===== src/lsc_pkg.sv =====
package lsc_pkg;
  localparam logic [7:0] LSC_DARK_DIM_ADDR = 8'h0e;
  localparam logic [7:0] LSC_FADE_LAW_ADDR = 8'h0f;
  localparam logic [7:0] LSC_ENABLE_ADDR = 8'h10;
  localparam logic [7:0] LSC_TIMING1_ADDR = 8'h11;
  localparam logic [7:0] LSC_DIM_MASK = 8'h7f;
  localparam logic [7:0] LSC_LAW_MASK = 8'h03;
  localparam logic [7:0] LSC_EN_MASK = 8'h7f;
  localparam logic [7:0] LSC_RESET_VAL = 8'h00;
  localparam int LSC_NUM_SINKS = 7;
  localparam int LSC_BLINK_SINKS = 3;
  localparam int LSC_CLK_HZ = 40000000;
  // timing unit of 0.2 s expressed in milliseconds
  localparam int LSC_TICK_MS = 200;
  localparam int LSC_TICK_CYCLES = LSC_CLK_HZ / 1000 * LSC_TICK_MS;
  // on-time codes 0.2/0.6/0.8/1.2 s in ticks
  localparam logic [3:0] LSC_ON_TICKS_0 = 4'h1;
  localparam logic [3:0] LSC_ON_TICKS_1 = 4'h3;
  localparam logic [3:0] LSC_ON_TICKS_2 = 4'h4;
  localparam logic [3:0] LSC_ON_TICKS_3 = 4'h6;
  // off-time codes 0.6/1.2/1.8 s in ticks
  localparam logic [3:0] LSC_OFF_TICKS_1 = 4'h3;
  localparam logic [3:0] LSC_OFF_TICKS_2 = 4'h6;
  localparam logic [3:0] LSC_OFF_TICKS_3 = 4'h9;
  typedef enum logic [1:0] {
    LSC_LAW_LIN = 2'h0,
    LSC_LAW_SQR = 2'h1,
    LSC_LAW_CUBIC_A = 2'h2,
    LSC_LAW_CUBIC_B = 2'h3
  } lsc_law_type;
endpackage


===== src/lsc_regs.sv =====
`timescale 1ns/10ps
`default_nettype none
module lsc_regs
  import lsc_pkg::*;
#(
  parameter int TICK_CYCLES = LSC_TICK_CYCLES
) (
  input wire logic i_core_clk,
  input wire logic i_nrst,
  input wire logic i_wr_en,
  input wire logic i_rd_en,
  input wire logic [7:0] i_addr,
  input wire logic [7:0] i_wdata,
  input wire logic i_dim_timeout,
  input wire logic i_dim_force,
  output logic [7:0] o_rdata,
  output logic o_dim_active,
  output logic [6:0] o_dark_dim_code,
  output logic [1:0] o_sink_fade_law,
  output logic [6:0] o_sink_on
);
  // one-hot phase of a blinking sink
  typedef enum logic [1:0] {
    LSC_PHASE_ON = 2'b01,
    LSC_PHASE_OFF = 2'b10
  } lsc_phase_type;

  logic [7:0] dark_dim_current_reg;
  logic [7:0] sink_fade_law_ctrl_reg;
  logic [7:0] sink_enable_ctrl_reg;
  logic [7:0] sink_timing_first_reg;
  logic [31:0] tick_cnt_reg;
  logic tick;
  logic [LSC_BLINK_SINKS-1:0] phase_on;
  logic [7:0] rdata_next;
  logic [1:0] on_code;
  logic [3:0] on_ticks;
  logic wr_dim;
  logic wr_law;
  logic wr_enable;
  logic wr_timing;

  // write decode, one strobe per register
  assign wr_dim = i_wr_en && (i_addr == LSC_DARK_DIM_ADDR);
  assign wr_law = i_wr_en && (i_addr == LSC_FADE_LAW_ADDR);
  assign wr_enable = i_wr_en && (i_addr == LSC_ENABLE_ADDR);
  assign wr_timing = i_wr_en && (i_addr == LSC_TIMING1_ADDR);

  always_ff @(posedge i_core_clk) begin
    if (!i_nrst) begin
      dark_dim_current_reg <= LSC_RESET_VAL;
    end else if (wr_dim) begin
      dark_dim_current_reg <= i_wdata & LSC_DIM_MASK;
    end
  end

  always_ff @(posedge i_core_clk) begin
    if (!i_nrst) begin
      sink_fade_law_ctrl_reg <= LSC_RESET_VAL;
    end else if (wr_law) begin
      sink_fade_law_ctrl_reg <= i_wdata & LSC_LAW_MASK;
    end
  end

  always_ff @(posedge i_core_clk) begin
    if (!i_nrst) begin
      sink_enable_ctrl_reg <= LSC_RESET_VAL;
    end else if (wr_enable) begin
      sink_enable_ctrl_reg <= i_wdata & LSC_EN_MASK;
    end
  end

  always_ff @(posedge i_core_clk) begin
    if (!i_nrst) begin
      sink_timing_first_reg <= LSC_RESET_VAL;
    end else if (wr_timing) begin
      sink_timing_first_reg <= i_wdata;
    end
  end

  // read mux, unmapped reads zero
  always_comb begin
    unique case (i_addr)
      LSC_DARK_DIM_ADDR: rdata_next = dark_dim_current_reg;
      LSC_FADE_LAW_ADDR: rdata_next = sink_fade_law_ctrl_reg;
      LSC_ENABLE_ADDR: rdata_next = sink_enable_ctrl_reg;
      LSC_TIMING1_ADDR: rdata_next = sink_timing_first_reg;
      default: rdata_next = 8'h00;
    endcase
  end

  // read data held until the next read
  always_ff @(posedge i_core_clk) begin
    if (!i_nrst) begin
      o_rdata <= 8'h00;
    end else if (i_rd_en) begin
      o_rdata <= rdata_next;
    end
  end

  always_ff @(posedge i_core_clk) begin
    if (!i_nrst) begin
      o_dim_active <= 1'b0;
    end else begin
      o_dim_active <= i_dim_timeout | i_dim_force;
    end
  end

  // dim code to the current dac
  always_ff @(posedge i_core_clk) begin
    if (!i_nrst) begin
      o_dark_dim_code <= 7'h00;
    end else begin
      o_dark_dim_code <= dark_dim_current_reg[6:0];
    end
  end

  always_ff @(posedge i_core_clk) begin
    if (!i_nrst) begin
      o_sink_fade_law <= 2'h0;
    end else begin
      o_sink_fade_law <= sink_fade_law_ctrl_reg[1:0];
    end
  end

  // 0.2 s tick base
  always_ff @(posedge i_core_clk) begin
    if (!i_nrst || tick) begin
      tick_cnt_reg <= 32'h0;
    end else begin
      tick_cnt_reg <= tick_cnt_reg + 32'h1;
    end
  end
  assign tick = (tick_cnt_reg == 32'(TICK_CYCLES - 1));

  assign on_code = sink_timing_first_reg[7:6];
  always_comb begin
    unique case (on_code)
      2'h0: on_ticks = LSC_ON_TICKS_0;
      2'h1: on_ticks = LSC_ON_TICKS_1;
      2'h2: on_ticks = LSC_ON_TICKS_2;
      2'h3: on_ticks = LSC_ON_TICKS_3;
    endcase
  end

  // blink sequencers for sinks five to seven
  for (genvar g = 0; g < LSC_BLINK_SINKS; g++) begin : g_blink
    lsc_phase_type state_reg;
    logic [3:0] phase_cnt_reg;
    logic [1:0] off_code;
    logic [3:0] off_ticks;
    logic blink_en;
    logic restart;
    assign off_code = sink_timing_first_reg[2*g+1:2*g];
    // off code 00 holds the sink on
    assign blink_en = sink_enable_ctrl_reg[4+g] && (off_code != 2'h0);
    // enabling starts in the on phase so joint enables run in step
    assign restart = wr_enable && i_wdata[4+g] && !sink_enable_ctrl_reg[4+g];
    // code 00 never counts, the sequencer is held then
    always_comb begin
      unique case (off_code)
        2'h0, 2'h1: off_ticks = LSC_OFF_TICKS_1;
        2'h2: off_ticks = LSC_OFF_TICKS_2;
        2'h3: off_ticks = LSC_OFF_TICKS_3;
      endcase
    end
    always_ff @(posedge i_core_clk) begin
      if (!i_nrst || restart || !blink_en) begin
        state_reg <= LSC_PHASE_ON;
        phase_cnt_reg <= 4'h0;
      end else if (tick) begin
        unique case (state_reg)
          LSC_PHASE_ON: begin
            if (phase_cnt_reg + 4'h1 >= on_ticks) begin
              state_reg <= LSC_PHASE_OFF;
              phase_cnt_reg <= 4'h0;
            end else begin
              phase_cnt_reg <= phase_cnt_reg + 4'h1;
            end
          end
          LSC_PHASE_OFF: begin
            if (phase_cnt_reg + 4'h1 >= off_ticks) begin
              state_reg <= LSC_PHASE_ON;
              phase_cnt_reg <= 4'h0;
            end else begin
              phase_cnt_reg <= phase_cnt_reg + 4'h1;
            end
          end
          default: begin
            state_reg <= LSC_PHASE_ON;
            phase_cnt_reg <= 4'h0;
          end
        endcase
      end
    end
    assign phase_on[g] = (state_reg == LSC_PHASE_ON);
  end

  always_ff @(posedge i_core_clk) begin
    if (!i_nrst) begin
      o_sink_on <= 7'h00;
    end else begin
      o_sink_on <= {sink_enable_ctrl_reg[6:4] & phase_on, sink_enable_ctrl_reg[3:0]};
    end
  end
endmodule // lsc_regs
`default_nettype wire


===== config.mk =====
export PLATFORM = sky130hd
export DESIGN_NAME = lsc_regs
export DESIGN_NICKNAME = d
export VERILOG_FILES = /design/src/lsc_pkg.sv /design/src/lsc_regs.sv
export SDC_FILE = /design/constraint.sdc
export NUM_CORES = 1
export LEC_CHECK = 0
export ABC_AREA = 1
export BUFFER_PORTS_ARGS = -buffer_cell sky130_fd_sc_hd__buf_2
export CAP_MARGIN = 10
export CORE_MARGIN = 2
export CORE_UTILIZATION = 60
export CTS_CLUSTER_DIAMETER = 30
export CTS_CLUSTER_SIZE = 16
export DETAILED_ROUTE_END_ITERATION = 7
export GPL_ROUTABILITY_DRIVEN = 0
export PLACE_DENSITY_LB_ADDON = 0.25
export SLEW_MARGIN = 20
export SYNTH_ARGS = -nofsm -noshare
export SYNTH_HDL_FRONTEND = slang
export SYNTH_SLANG_ARGS = --single-unit

===== constraint.sdc =====
create_clock -name i_core_clk -period 3.1 [get_ports i_core_clk]
set_input_delay 0.62 -clock i_core_clk [delete_from_list [all_inputs] [get_ports i_core_clk]]
set_output_delay 0.62 -clock i_core_clk [all_outputs]
set_load 0.05 [all_outputs]

**Yosys cells after proc, flatten, opt, wreduce, memory -nomap -nowiden**

Cells that the tools add are included.

- Output and inout port bits: 25
- Bits in registers: 99
- Word-level logic and storage cells: 120
- Bits of input ports: 22

- $lt $le $gt $ge: 6
- Reductions and logical operators: 40
- Eq/ne operators: 29
- Add/subtract/negate cells: 4
- Muxes and demuxes: 23
- Bitwise operators: 2

Operators with widths:

| cell | count |
|---|---|
| one-hot mux 4 bit (3 select lines) | 3 |
| adder 32 x 1 -> 32 bit, second input constant | 1 |
| equality test 32 x 23 -> 1 bit, second input constant | 1 |
| one-hot mux 8 bit (4 select lines) | 1 |
| >= comparator 4 bit | 6 |
| two-way mux 4 bit | 6 |
| one-hot mux 4 bit (2 select lines) | 3 |
| equality test 2 bit, second input constant | 11 |
| equality test 8 x 4 -> 1 bit, second input constant | 2 |
| equality test 8 x 5 -> 1 bit, second input constant | 2 |
| one-hot mux 4 bit (4 select lines) | 1 |
| equality test 2 x 1 -> 1 bit, second input constant | 7 |
| logical AND 1 bit | 13 |
| adder 4 x 1 -> 4 bit, second input constant | 3 |
| two-way mux 2 bit | 6 |
| one-hot mux 2 bit (2 select lines) | 3 |
| AND reduction 3 bit | 3 |
| logical NOT 2 bit | 4 |
| logical NOT 1 bit | 7 |
| logical OR 1 bit | 7 |
| != test 2 x 1 -> 1 bit, second input constant | 3 |
| != test 2 bit, second input constant | 3 |
| nonzero test 2 bit | 3 |
| OR reduction 2 bit | 3 |
| 2 further kinds | 2 |

**Depth between registers and ports, before layout**

Gate-level depths: netlist (run 1).

- Depth after elaboration: 6
- Mapped depth: 14
- Gate-level depth less buffers: 14

**Worst setup path after synthesis (run 1)**

No wires, ideal clock.

- Path kind: flip-flop to flip-flop
- Start point: register g_blink[1].phase_cnt_reg[0]
- End point: register g_blink[1].state_reg[1]
- Data required time: 2.985 ns
- Arrival: 1.630 ns
- Cell stages (with the launch flop): 14
- Clock period less this slack: 1.745 ns
- Setup slack: 1.355 ns
- Library setup time: 0.115 ns
- Path buffers: 0
- Cell sequence: dfxtp_1 -> ha_1 -> xnor2_1 -> inv_1 -> ha_1 -> nand2_1 -> inv_1 -> nand3_1 -> nand3_1 -> nor2_1 -> nor2_1 -> nand3_1 -> nand2_1 -> nor2_1

- Longest elaborated chain between the ends: 4
- Elaborated cells on any way between the ends: 6
- Those cells by class: 1 x add/sub; 2 x order compare; 2 x eq/ne; 1 x reduce/logical

RTL lines:

| item | line | text |
|---|---|---|
| start: declaration | lsc_regs.sv:149 | `logic [3:0] phase_cnt_reg;` |
| start signal: assignment | lsc_regs.sv:178 | `phase_cnt_reg <= phase_cnt_reg + 4'h1;` |
| start signal: assignment | lsc_regs.sv:186 | `phase_cnt_reg <= phase_cnt_reg + 4'h1;` |
| adder 4 x 1 -> 4 bit * | lsc_regs.sv:174, lsc_regs.sv:182 |  |
| >= comparator 4 bit, on equally long branches | lsc_regs.sv:182, lsc_regs.sv:174 |  |
| != test 2 bit (no source line) or != test 2 x 1 -> 1 bit (tied branches) | n/a |  |
| AND reduction 3 bit (no source line) * | n/a |  |
| end signal: assignment | lsc_regs.sv:175 | `state_reg <= LSC_PHASE_OFF;` |
| end signal: assignment | lsc_regs.sv:183 | `state_reg <= LSC_PHASE_ON;` |
| end signal: assignment | lsc_regs.sv:190 | `state_reg <= LSC_PHASE_ON;` |
| end: declaration | lsc_regs.sv:148 | `lsc_phase_type state_reg;` |

Mark *: on every way between the ends. The rest lies on a longest branch, timed or not.
A chain may end at the register's enable or synchronous reset.

**Worst setup path in the final report (run 1)**

- Start point: register g_blink[2].phase_cnt_reg[0]
- End point: register g_blink[2].phase_cnt_reg[2]

- Longest elaborated chain between the ends: 4
- Elaborated cells on any way between the ends: 6
- Those cells by class: 1 x add/sub; 2 x order compare; 3 x mux

RTL lines:

| item | line | text |
|---|---|---|
| start: declaration | lsc_regs.sv:149 |  |
| start signal: assignment | lsc_regs.sv:178 |  |
| start signal: assignment | lsc_regs.sv:186 |  |
| adder 4 x 1 -> 4 bit * | n/a |  |
| >= comparator 4 bit, on equally long branches | lsc_regs.sv:182, lsc_regs.sv:174 |  |
| two-way mux 4 bit, on equally long branches | lsc_regs.sv:182, lsc_regs.sv:174 |  |
| one-hot mux 4 bit (2 select lines) * | lsc_regs.sv:172 | `unique case (state_reg)` |

Marked as above.

==> out/results.tsv, run 1 <==
stage	metric	value	unit
synthesis	adder-cell share of the synthesized area	7.351	%
synthesis	largest family of logic cells by synthesized area	simple AND/OR/NAND/NOR gates	
final_layout	Area Growth Syn to Fin	9.272	%
clock_tree	Post-CTS Hold Fix Bufs	0	
final_layout	post-layout net count	859	
die	Ports	47	
final_layout	non-filler instance count after layout	919	
flow_run	max-cap viol count	0	
setup_path	CP required	3420	ps
die	die height	97.78	um
clock_tree	CTS sink count	99	
drt	DRT Pass-1 Iters	5	
clock_tree	H-tree levels	3	
synthesis	Mapped Cells	762	
global_route	largest net degree at the start of global routing	32	
pwr	Total Power	2154	uW
setup_path	CP max FO	6	
pwr	peak supply drop	0.0002322	V
clock_tree	Max Root-Sink Buffers	2	
timing	clock period minus worst slack	1999	ps
synthesis	Synth warnings	0	
synthesis	Yosys cell types	34	
synthesis	cell area after synthesis	0.005276	mm2
timing	RSZ-0062 raised after global routing	false	
timing	setup TNS	0	ps
timing	Hold WS	440.6	ps
drt	Routed Antenna Nets	0	
global_route	global-route wire length before repair	19750	um
clock_tree	total CTS buffers	9	
die	die width	97.78	um
synthesis	syn_nets	815	
min_path	worst hold path type	in -> reg	
die	Starting Density	61.10	%
global_route	gr ovfl total	0	
synthesis	number of synthesized flops with an enable pin	0	
clock_tree	Resized Gates After CTS	0	
die	core box area	0.008636	mm2
drt	WL final	11990	um
placed_design	placed cell areas	0.005583	mm2
final_layout	most common cell after layout, fill and taps aside	nand2_1	
die	die area	0.009560	mm2
final_layout	Layout fillers	763	
drt	Vias	4979	
timing	Final period util	64.48	%
global_route	initial antenna violation count	0	
clock_tree	CTS tree	done	
drt	1st-iter DRT viols	345	
run_status	status	finished clean	
synthesis	post-synthesis register bit count	99	
timing	final setup vio count	0	
timing	Slew Limit Fails	0	
timing	slew margin rel.	69.63	%
synthesis	Syn Area/Cell	6.924	um2
synthesis	fraction of the yosys area taken by sequential cells	37.56	%
placed_design	DP HPWL	9337	um
synthesis	Main synth FF type	dfxtp_1	
setup_path	startpoint types	flip-flop	
setup_path	Worst Path Arrival	2320	ps
final_layout	share of layout cells above drive strength 1	10.60	%
final_layout	design area	0.005766	mm2
placed_design	placed cells	903	
clock_tree	Worst-path clk slew	110	ps
final_layout	Largest register FFs	32	
timing	skew final	12.94	ps
clock_tree	setup bufs post-CTS	0	
synthesis	ys async rst share	0	%
placed_design	Port Buf Inserts	46	
clock_tree	clk_lat worst skew	380	ps
global_route	vias in the first global route	4354	
global_route	total track usage	24.77	%
setup_path	endpoint class of the critical path	flip-flop	
synthesis	area fraction in compound gates after synthesis	10.86	%
synthesis	post-synthesis mux area share	0	%
timing	Least-Margin Pin Slew	455.6	ps
die	placement row count	34	
clock_tree	CTS root buf	clkbuf_8	
final_layout	most frequent cells in the layout	138 x nand2_1, 110 x inv_1, 107 x nor2_1	
drt	DRC Markers	0	
pwr	P_leak	0.002539	uW
drt	DR vias/cell	5.418	
timing	maximum clock frequency	0.5003	GHz
pwr	power density over the cells	373.6	mW/mm2
final_layout	# diodes	0	
timing	Hold Fails Final Rpt	0	
synthesis	Synth Area in XOR/XNOR	2.324	%
drt	average wire per standard cell	13.05	um
synthesis	simple logic cell fraction of the synthesized area	32.18	%
setup_path	Worst Path Class, Setup	reg -> reg	
-- cells in the mapped netlist (2+ instances only) --
cell type | number | area share (%)
nand3b_1 | 2 | 0.28
xnor2_1 | 5 | 0.83
o21bai_1 | 3 | 0.43
nor3b_1 | 2 | 0.28
and2_1 | 3 | 0.36
ha_1 | 31 | 7.4
buf_6 | 2 | 0.43
and3_1 | 2 | 0.24
inv_1 | 110 | 7.8
nand3_1 | 72 | 6.8
nor2_1 | 107 | 7.6
or2_0 | 2 | 0.24
o21ai_1 | 12 | 1.1
nor3_2 | 3 | 0.57
a21boi_0 | 3 | 0.43
buf_2 | 8 | 0.76
nand2_2 | 3 | 0.36
xor2_1 | 9 | 1.5
nand2_1 | 138 | 9.8
clkbuf_1 | 6 | 0.43
dfxtp_1 | 99 | 38
nor2_4 | 2 | 0.43
inv_2 | 3 | 0.21
nor3_1 | 11 | 1.0
o21ai_0 | 32 | 3.0
a21oi_1 | 60 | 5.7
nor3_4 | 2 | 0.62
or2_2 | 4 | 0.47
nand4_1 | 21 | 2.5
-- layer usage --
layer / vias up / wire, um / global-route usage (%)
met5: - / 0 / 0
met4: 0 / 112 / 5.556
met3: 11 / 866 / 5.011
met2: 158 / 5507 / 40.27
met1: 2260 / 5507 / 34.39
li1: 2550 / - / -
-- metrics by stage --
stage	setup WS, ps	utilization, %
after floorplan	1355	-
after global placement	1176	64.65
after detailed placement	1134	64.65
after CTS	1119	66.76
after global routing	879.9	66.76
final	1101	66.76
-- worst max-delay path, stage by stage, from the launching register on --
cell	delay [ps]
dfxtp_1	450
nand3_1	120
xor2_1	210
inv_1	70
ha_1	320
a21oi_1	170
nand4_1	240
nand2_1	200
a21oi_1	80
nor2_1	90
-- cell type report --
type | count | area (um2) | area share [%]
clock inverter | 7 | 58.81 | 1.020
multi-input combinational | 533 | 2781 | 48.24
timing repair buffer | 50 | 260.3 | 4.514
sequential | 99 | 1982 | 34.37
inverter | 113 | 424.2 | 7.357
tap | 108 | 135.1 | 2.344
clock buffer | 9 | 123.9 | 2.148
-- cells by family after synthesis --
kind of cell | after synthesis
compound gates | 111
buf+inv | 130
fa+ha+maj | 31
xor+xnor | 14
simple gates | 377
flops | 99
-- power by group --
part / internal, uW / switching (uW) / total, uW / leakage [uW]
Combinational: 24.2 / 54.2 / 78.5 / 0.00165
Sequential: 1280 / 4.27 / 1280 / 0.000798
Clock: 306 / 489 / 795 / 0.0000925
-- final timing paths --
kind                                from                     endpoint  slack (ps)  depth (start not counted)
max          g_blink[2].phase_cnt_reg[0]  g_blink[2].phase_cnt_reg[2]        1100                          9
min                        i_dim_timeout                 o_dim_active         440                          3
max reg2reg  g_blink[2].phase_cnt_reg[0]  g_blink[2].phase_cnt_reg[2]        1100                          9
min reg2reg      sink_enable_ctrl_reg[3]                 o_sink_on[3]         450                          2
Power figures use the tool's default switching activity.
==> run 2, diff against run 1 <==
--- a/config.mk
+++ b/config.mk
@@ -5,11 +5,11 @@
 export SDC_FILE = /design/constraint.sdc
 export NUM_CORES = 1
 export LEC_CHECK = 0
-export ABC_AREA = 1
+export ABC_AREA = 0
 export BUFFER_PORTS_ARGS = -buffer_cell sky130_fd_sc_hd__buf_2
 export CAP_MARGIN = 10
 export CORE_MARGIN = 2
-export CORE_UTILIZATION = 60
+export CORE_UTILIZATION = 59
 export CTS_CLUSTER_DIAMETER = 30
 export CTS_CLUSTER_SIZE = 16
 export DETAILED_ROUTE_END_ITERATION = 7
==> constraint.sdc (replaced) <==
create_clock -name i_core_clk -period 1.9 [get_ports i_core_clk]
set_input_delay 0.38 -clock i_core_clk [delete_from_list [all_inputs] [get_ports i_core_clk]]
set_output_delay 0.38 -clock i_core_clk [all_outputs]
set_load 0.05 [all_outputs]
==> run 2 against run 1 <==
  * The run now ends with negative setup slack left
  * Clock power rose by 72%
  * First-iteration DRC count fell by 3.8%
  * Synthesized area fell by 8.7%
  * Register-to-register slack got worse by 1300 ps
  * Combinational power rose by 55%
  * Sequential cell count did not move
  * Largest cell class unchanged
  * Critical path type unchanged
==> out/results.tsv, run 2 <==
stage	metric	value	unit	change
synthesis	simple logic cell fraction of the synthesized area	27.38	%	was 32.18%
synthesis	post-synthesis mux area share	0.4157	%	was 0%
die	placement row count	32		was 34
setup_path	RR Startpoint	g_blink[0].phase_cnt_reg[1]		was g_blink[2].phase_cnt_reg[0]
drt	DRC Markers	0		unchanged
clock_tree	Worst-path clk slew	110	ps	about the same
synthesis	number of synthesized flops with an enable pin	0		unchanged
pwr	Seq pwr share	58.2	%	was 59.5%
synthesis	cell area after synthesis	0.004816	mm2	was 0.005276 mm2
timing	maximum clock frequency	0.4697	GHz	was 0.5003 GHz
synthesis	ys async rst share	0	%	unchanged
synthesis	area share of the largest cell type after synthesis	41.15	%	was 37.56%
setup_path	endpoint class of the critical path	flip-flop		unchanged
flow_run	max-cap viol count	0		unchanged
synthesis	top-count cell post-synth	dfxtp_1		was nand2_1
setup_path	R2R Setup Slk	-230	ps	was 1100 ps
die	Ports	47		unchanged
final_layout	most frequent cells in the layout	79 x dfxtp_1, 79 x buf_4, 60 x nand2_1		was 138 x nand2_1, 110 x inv_1, 107 x nor2_1
pwr	peak supply drop	0.0003900	V	was 0.0002322 V
synthesis	post-synth top area cell	dfxtp_1		unchanged
pwr	P_leak	0.002649	uW	was 0.002539 uW
die	die area	0.008901	mm2	was 0.009560 mm2
timing	RSZ-0062 raised after global routing	true		was false
pwr	Sw Share	26.08	%	was 25.40%
final_layout	# diodes	0		unchanged
clock_tree	CTS sink count	99		unchanged
clock_tree	CTS tree	done		unchanged
run_status	failing checks	negative setup slack		
global_route	global-route wire length before repair	20620	um	was 19750 um
synthesis	syn_nets	599		was 815
final_layout	share of layout cells above drive strength 1	34.08	%	was 10.60%
timing	slew margin rel.	50.90	%	was 69.63%
min_path	WHS Endpoint	o_dim_active		unchanged
pwr	Psw	928.8	uW	was 547.2 uW
clock_tree	CTS root buf	clkbuf_8		unchanged
pwr	Logic pwr share	3.4	%	was 3.6%
global_route	vias in the first global route	4348		was 4354
pwr	Clk network pwr share	38.4	%	was 36.9%
synthesis	Syn Area/Cell	8.820	um2	was 6.924 um2
synthesis	Yosys cell types	52		was 34
synthesis	Synth warnings	0		unchanged
min_path	Hold Startpoint	i_dim_timeout		unchanged
drt	Routed Antenna Nets	0		unchanged
timing	Hold Fails Final Rpt	0		unchanged
min_path	Min-Delay Path Depth	2		was 3
setup_path	reg2reg path depth	8		was 9
drt	WL final	13840	um	was 11990 um
setup_path	r2r endpoint	g_blink[0].state_reg[0]		was g_blink[2].phase_cnt_reg[2]
synthesis	adder-cell share of the synthesized area	8.054	%	was 7.351%
setup_path	startpoint types	flip-flop		unchanged
timing	Final period util	112.0	%	was 64.48%
final_layout	Largest register FFs	32		unchanged
final_layout	non-filler instance count after layout	771		was 919
placed_design	placed cells	743		was 903
timing	Least-Margin Pin Slew	733.3	ps	was 455.6 ps
global_route	gr ovfl total	0		unchanged
setup_path	CP max FO	2		was 6
timing	final setup vio count	43		was 0
clock_tree	clk_lat worst skew	380	ps	about the same
drt	DRT Pass-1 Iters	5		unchanged
setup_path	CP required	2180	ps	was 3420 ps
drt	average wire per standard cell	17.95	um	was 13.05 um
global_route	total track usage	29.39	%	was 24.77%
die	core box area	0.007807	mm2	was 0.008636 mm2
drt	1st-iter DRT viols	332		was 345
synthesis	Main synth FF type	dfxtp_1		unchanged
pwr	internal power	2632	uW	was 1607 uW
setup_path	Worst Path Class, Setup	reg -> reg		unchanged
drt	Vias	4691		was 4979
final_layout	post-layout net count	717		was 859
clock_tree	total CTS buffers	9		unchanged
final_layout	Layout fillers	492		was 763
synthesis	Synth top cells by count	99 x dfxtp_1, 61 x nand2_1, 41 x nor2_1, 40 x nand3_1, 31 x ha_1		was 138 x nand2_1, 110 x inv_1, 107 x nor2_1, 99 x dfxtp_1, 72 x nand3_1
synthesis	synth top area cells	dfxtp_1 41%, ha_1 8.1%, xor2_1 5.1%, nand2_1 4.8%, nand3_1 4.2%		was dfxtp_1 38%, nand2_1 9.8%, inv_1 7.8%, nor2_1 7.6%, ha_1 7.4%
global_route	largest net degree at the start of global routing	39		was 32
synthesis	largest family of logic cells by synthesized area	simple AND/OR/NAND/NOR gates		unchanged
clock_tree	H-tree levels	3		unchanged
clock_tree	Post-CTS Hold Fix Bufs	0		unchanged
timing	post-route setup slack	-228.8	ps	was 1101 ps
min_path	worst hold path type	in -> reg		unchanged
die	Starting Density	61.68	%	was 61.10%
global_route	initial antenna violation count	0		unchanged
pwr	power density over the cells	558.6	mW/mm2	was 373.6 mW/mm2
final_layout	Area Growth Syn to Fin	32.37	%	was 9.272%
timing	Slew Limit Fails	0		unchanged
synthesis	Mapped Cells	546		was 762
placed_design	DP HPWL	8649	um	was 9337 um
run_status	status	complete, but fails checks		was finished clean
timing	skew final	14.23	ps	was 12.94 ps
placed_design	Port Buf Inserts	46		unchanged
setup_path	Worst Path Arrival	2400	ps	was 2320 ps
drt	DR vias/cell	6.084		was 5.418
synthesis	area fraction in compound gates after synthesis	12.91	%	was 10.86%
die	die width	94.35	um	was 97.78 um
die	die height	94.35	um	was 97.78 um
synthesis	Synth Area in XOR/XNOR	6.183	%	was 2.324%
placed_design	Place WS	-190.5	ps	was 1134 ps
timing	setup TNS	-2433	ps	was 0 ps
clock_tree	Max Root-Sink Buffers	2		unchanged
timing	clock period minus worst slack	2129	ps	was 1999 ps
synthesis	post-synthesis register bit count	99		unchanged
synthesis	fraction of the yosys area taken by sequential cells	41.15	%	was 37.56%
-- run 2: metrics by stage --
| step | total power [uW] | hold slack [ps] | utilization, % | cell area, um2 |
|---|---|---|---|---|
| floorplan | 2188 | 437.7 | - | 4903 |
| global placement | 2245 | 448.0 | 73.22 | 5717 |
| detailed placement | 2249 | 455.8 | 73.22 | 5717 |
| CTS | 3562 | 196.4 | 77.56 | 6056 |
| global route | 3649 | 193.4 | 81.65 | 6375 |
| finish | 3561 | 191.4 | 81.65 | 6375 |
-- run 2: routing by layer --
metal  track usage [%]  share of wire, %
met5                 0                 0
met3             5.427               6.3
met2             53.21                51
met1             35.62                39
met4             8.333               3.7
-- run 2: repair_timing --
action,CTS,global route
gates resized for setup,31,60
pin swaps,15,18
buffers inserted,5,9
endpoints found under the setup margin,15,38
-- run 2: worst max-delay path, stage by stage, from the launching register on --
cell,delay (ps)
dfxtp_4,390
buf_6,110
nand3_4,70
xnor2_2,140
ha_2,350
o21ai_2,60
a22o_1,250
or4_4,490
a21o_1,170
-- run 2: logic make-up after synthesis --
family | count (synthesis)
simple gates | 245
fa+ha+maj | 31
compound gates | 89
mux | 2
buf+inv | 46
xor+xnor | 34
flops | 99
-- run 2: how the worst max path moves through the flow --
stage                                        endpoint  slack, ps  cells past startpoint                         from
after floorplan               g_blink[0].state_reg[0]        -80                      7  g_blink[0].phase_cnt_reg[0]
after global placement    g_blink[0].phase_cnt_reg[1]       -120                      5             tick_cnt_reg[16]
after detailed placement  g_blink[1].phase_cnt_reg[2]       -190                      8  g_blink[1].phase_cnt_reg[2]
after CTS                     g_blink[0].state_reg[0]       -150                      5             tick_cnt_reg[31]
after global routing          g_blink[0].state_reg[0]       -270                      8  g_blink[0].phase_cnt_reg[1]
final                         g_blink[0].state_reg[0]       -230                      8  g_blink[0].phase_cnt_reg[1]
-- run 2: power by group through the flow --
stage	sequential, uW	clock, uW	combinational [uW]
after floorplan	2140	0	50.1
after global placement	2130	0	115
after detailed placement	2130	0	118
after CTS	2080	1360	118
after global routing	2070	1440	131
final	2070	1370	122
-- run 2: layout make-up --
type / count / area [um2] / area share, %
multi-input combinational: 401 / 3037 / 47.63
sequential: 99 / 2032 / 31.87
timing repair buffer: 131 / 903.4 / 14.17
tap: 102 / 127.6 / 2.002
clock buffer: 9 / 123.9 / 1.943
inverter: 22 / 82.58 / 1.295
clock inverter: 7 / 68.82 / 1.079
==> run 3, diff against run 2 <==
--- a/config.mk
+++ b/config.mk
@@ -5,11 +5,11 @@
 export SDC_FILE = /design/constraint.sdc
 export NUM_CORES = 1
 export LEC_CHECK = 0
-export ABC_AREA = 0
+export ABC_AREA = 1
 export BUFFER_PORTS_ARGS = -buffer_cell sky130_fd_sc_hd__buf_2
 export CAP_MARGIN = 10
 export CORE_MARGIN = 2
-export CORE_UTILIZATION = 59
+export CORE_UTILIZATION = 60
 export CTS_CLUSTER_DIAMETER = 30
 export CTS_CLUSTER_SIZE = 16
 export DETAILED_ROUTE_END_ITERATION = 7
==> run 3 against run 2 <==
  * The flow still finishes with violations (negative setup slack)
  * Global-route usage decreased by 3.2 points
  * Utilization decreased by 11 points
  * Worst hold slack improved by 31 ps
  * Die area increased by 7.4%
  * Register-to-register slack improved by 210 ps
  * Non-clock buffer count decreased by 67
  * Sequential cell count unchanged
  * Design area decreased by 4.0%
  * Clock power decreased by 8%
  * Largest cell class unchanged
  * Largest power group unchanged
==> out/results.tsv, run 3 (same netlist as run 1, synthesis figures left out) <==
stage	metric	value	unit	change
min_path	worst hold path type	in -> reg		unchanged
setup_path	RR Startpoint	g_blink[2].phase_cnt_reg[1]		was g_blink[0].phase_cnt_reg[1]
timing	slew margin rel.	68.63	%	was 50.90%
run_status	failing checks	negative setup slack		unchanged
setup_path	Worst Path Class, Setup	reg -> reg		unchanged
final_layout	post-layout net count	873		was 717
final_layout	share of layout cells above drive strength 1	17.48	%	was 34.08%
clock_tree	CTS sink count	99		unchanged
flow_run	max-cap viol count	0		unchanged
drt	average wire per standard cell	13.94	um	was 17.95 um
drt	DRC Markers	0		unchanged
final_layout	non-filler instance count after layout	932		was 771
timing	Slew Limit Fails	0		unchanged
drt	1st-iter DRT viols	333		was 332
final_layout	most common cell after layout, fill and taps aside	nand2_1		
global_route	initial antenna violation count	0		unchanged
setup_path	R2R Setup Slk	-20	ps	was -230 ps
global_route	total track usage	26.19	%	was 29.39%
clock_tree	Max Root-Sink Buffers	2		unchanged
global_route	gr ovfl total	0		unchanged
pwr	power density over the cells	568.5	mW/mm2	was 558.6 mW/mm2
timing	Final period util	100.9	%	was 112.0%
die	placement row count	34		was 32
setup_path	Max stage delay on crit path	360	ps	was 490 ps
clock_tree	clk_lat worst skew	360	ps	was 380 ps
timing	post-route setup slack	-16.51	ps	was -228.8 ps
setup_path	endpoint class of the critical path	flip-flop		unchanged
setup_path	most frequent CP cell	ha_4		
drt	Routed Antenna Nets	0		unchanged
setup_path	number of gates on the worst path with buffers counted	9		was 8
final_layout	most frequent cells in the layout	133 x nand2_1, 106 x inv_1, 103 x nor2_1		was 79 x dfxtp_1, 79 x buf_4, 60 x nand2_1
final_layout	# diodes	0		unchanged
clock_tree	H-tree levels	3		unchanged
setup_path	r2r endpoint	g_blink[2].phase_cnt_reg[0]		was g_blink[0].state_reg[0]
placed_design	Port Buf Inserts	46		unchanged
global_route	vias in the first global route	4623		was 4348
drt	DRT Pass-1 Iters	7		was 5
timing	clock period minus worst slack	1917	ps	was 2129 ps
setup_path	CP max FO	6		was 2
placed_design	DP HPWL	9481	um	was 8649 um
run_status	status	complete, but fails checks		unchanged
placed_design	placed cells	914		was 743
pwr	peak supply drop	0.0004538	V	was 0.0003900 V
drt	Vias	5159		was 4691
min_path	Min-Delay Path Depth	3		was 2
timing	skew final	10.44	ps	was 14.23 ps
timing	Least-Margin Pin Slew	470.6	ps	was 733.3 ps
setup_path	reg2reg path depth	9		was 8
clock_tree	Post-CTS Hold Fix Bufs	0		unchanged
clock_tree	CTS root buf	clkbuf_8		unchanged
timing	maximum clock frequency	0.5218	GHz	was 0.4697 GHz
final_layout	Largest register FFs	32		unchanged
die	die area	0.009560	mm2	was 0.008901 mm2
setup_path	critical-path cell list	ha_4 -> ha_4 -> inv_1 -> o21bai_1 -> nand3_1 -> nand4_1 -> nand2_2 -> a21oi_1 -> nor2_1		was buf_6 -> nand3_4 -> xnor2_2 -> ha_2 -> o21ai_2 -> a22o_1 -> or4_4 -> a21o_1
drt	DR vias/cell	5.535		was 6.084
pwr	Total Power	3480	uW	was 3561 uW
setup_path	startpoint types	flip-flop		unchanged
setup_path	CP bufs+invs	1		unchanged
clock_tree	CTS tree	done		unchanged
clock_tree	Worst-path clk slew	100	ps	was 110 ps
timing	RSZ-0062 raised after global routing	true		unchanged
pwr	P_leak	0.002617	uW	was 0.002649 uW
die	Ports	47		unchanged
die	die height	97.78	um	was 94.35 um
setup_path	delay-heaviest family, CP	simple AND/OR/NAND/NOR gates		unchanged
setup_path	CP required	2150	ps	was 2180 ps
min_path	WHS Endpoint	o_dim_active		unchanged
die	Starting Density	61.10	%	was 61.68%
placed_design	Place WS	-50.05	ps	was -190.5 ps
drt	WL final	12990	um	was 13840 um
global_route	largest net degree at the start of global routing	32		was 39
timing	Hold Fails Final Rpt	0		unchanged
final_layout	design area	0.006121	mm2	was 0.006375 mm2
die	core box area	0.008636	mm2	was 0.007807 mm2
clock_tree	total CTS buffers	9		unchanged
setup_path	Worst Path Arrival	2170	ps	was 2400 ps
setup_path	slowest stage cell, crit path	dfxtp_2		was or4_4
global_route	global-route wire length before repair	20890	um	was 20620 um
timing	final setup vio count	2		was 43
placed_design	placed cell areas	0.005678	mm2	was 0.005717 mm2
final_layout	Area Growth Syn to Fin	16.01	%	was 32.37%
min_path	Hold Startpoint	i_dim_timeout		unchanged
die	die width	97.78	um	was 94.35 um
## run 3: how the worst max path moves through the flow
stage | startpoint | to
global placement | g_blink[2].phase_cnt_reg[0] | g_blink[2].phase_cnt_reg[1]
detailed placement | g_blink[2].phase_cnt_reg[0] | g_blink[2].phase_cnt_reg[2]
global route | g_blink[2].phase_cnt_reg[0] | g_blink[2].phase_cnt_reg[0]
finish | g_blink[2].phase_cnt_reg[1] | g_blink[2].phase_cnt_reg[0]
CTS | g_blink[1].phase_cnt_reg[0] | g_blink[1].state_reg[1]
floorplan | g_blink[1].phase_cnt_reg[0] | g_blink[1].state_reg[1]
## run 3: metal layers
layer,share of wire (%),track usage (%),up-vias
met3,6.6,3.221,40
met5,0,0,-
met2,45,41.01,214
met4,2.7,10.68,0
li1,-,-,2577
met1,45,37.02,2328
## run 3: layout make-up
cell class	instances	area (um2)
Timing Repair Buffer	64	377.9
Clock buffer	11	141.4
Fill cell	733	2515
Sequential cell	99	2009
Inverter	113	426.7
Multi-Input combinational cell	533	2994
Tap cell	108	135.1
Clock inverter	4	36.28
## run 3: through the flow
stage / hold WS (ps) / setup TNS [ps] / utilization, %
3_3_place_gp: 438.8 / 0 / 65.75
3_5_place_dp: 439.3 / -217.3 / 65.75
5_1_grt: 271.1 / -389.4 / 70.88
6_report: 222.1 / -18.27 / 70.88
2_1_floorplan: 420.6 / 0 / -
4_1_cts: 213.1 / 0 / 68.23
## run 3: where the power goes
| part | internal, uW | leakage (uW) | switching (uW) |
|---|---|---|---|
| Clock | 520 | 0.0000875 | 743 |
| Combinational | 46.0 | 0.00172 | 88.8 |
| Sequential | 2070 | 0.000805 | 7.46 |
| Total | 2640 | 0.00262 | 839 |
## run 3: worst reg2reg max path, cell delays in order, from the launching register on
cell      delay (ps)
dfxtp_2          360
ha_4             260
ha_4             270
inv_1             30
o21bai_1         180
nand3_1          120
nand4_1          240
nand2_2          120
a21oi_1          160
nor2_1            60
## run 3: what timing repair did
| item | in CTS | in global routing |
|---|---|---|
| gates cloned | 0 | 0 |
| gates resized for setup | 10 | 47 |
| buffers inserted | 0 | 3 |
| setup endpoints to repair | 8 | 21 |
| pin swaps | 3 | 20 |
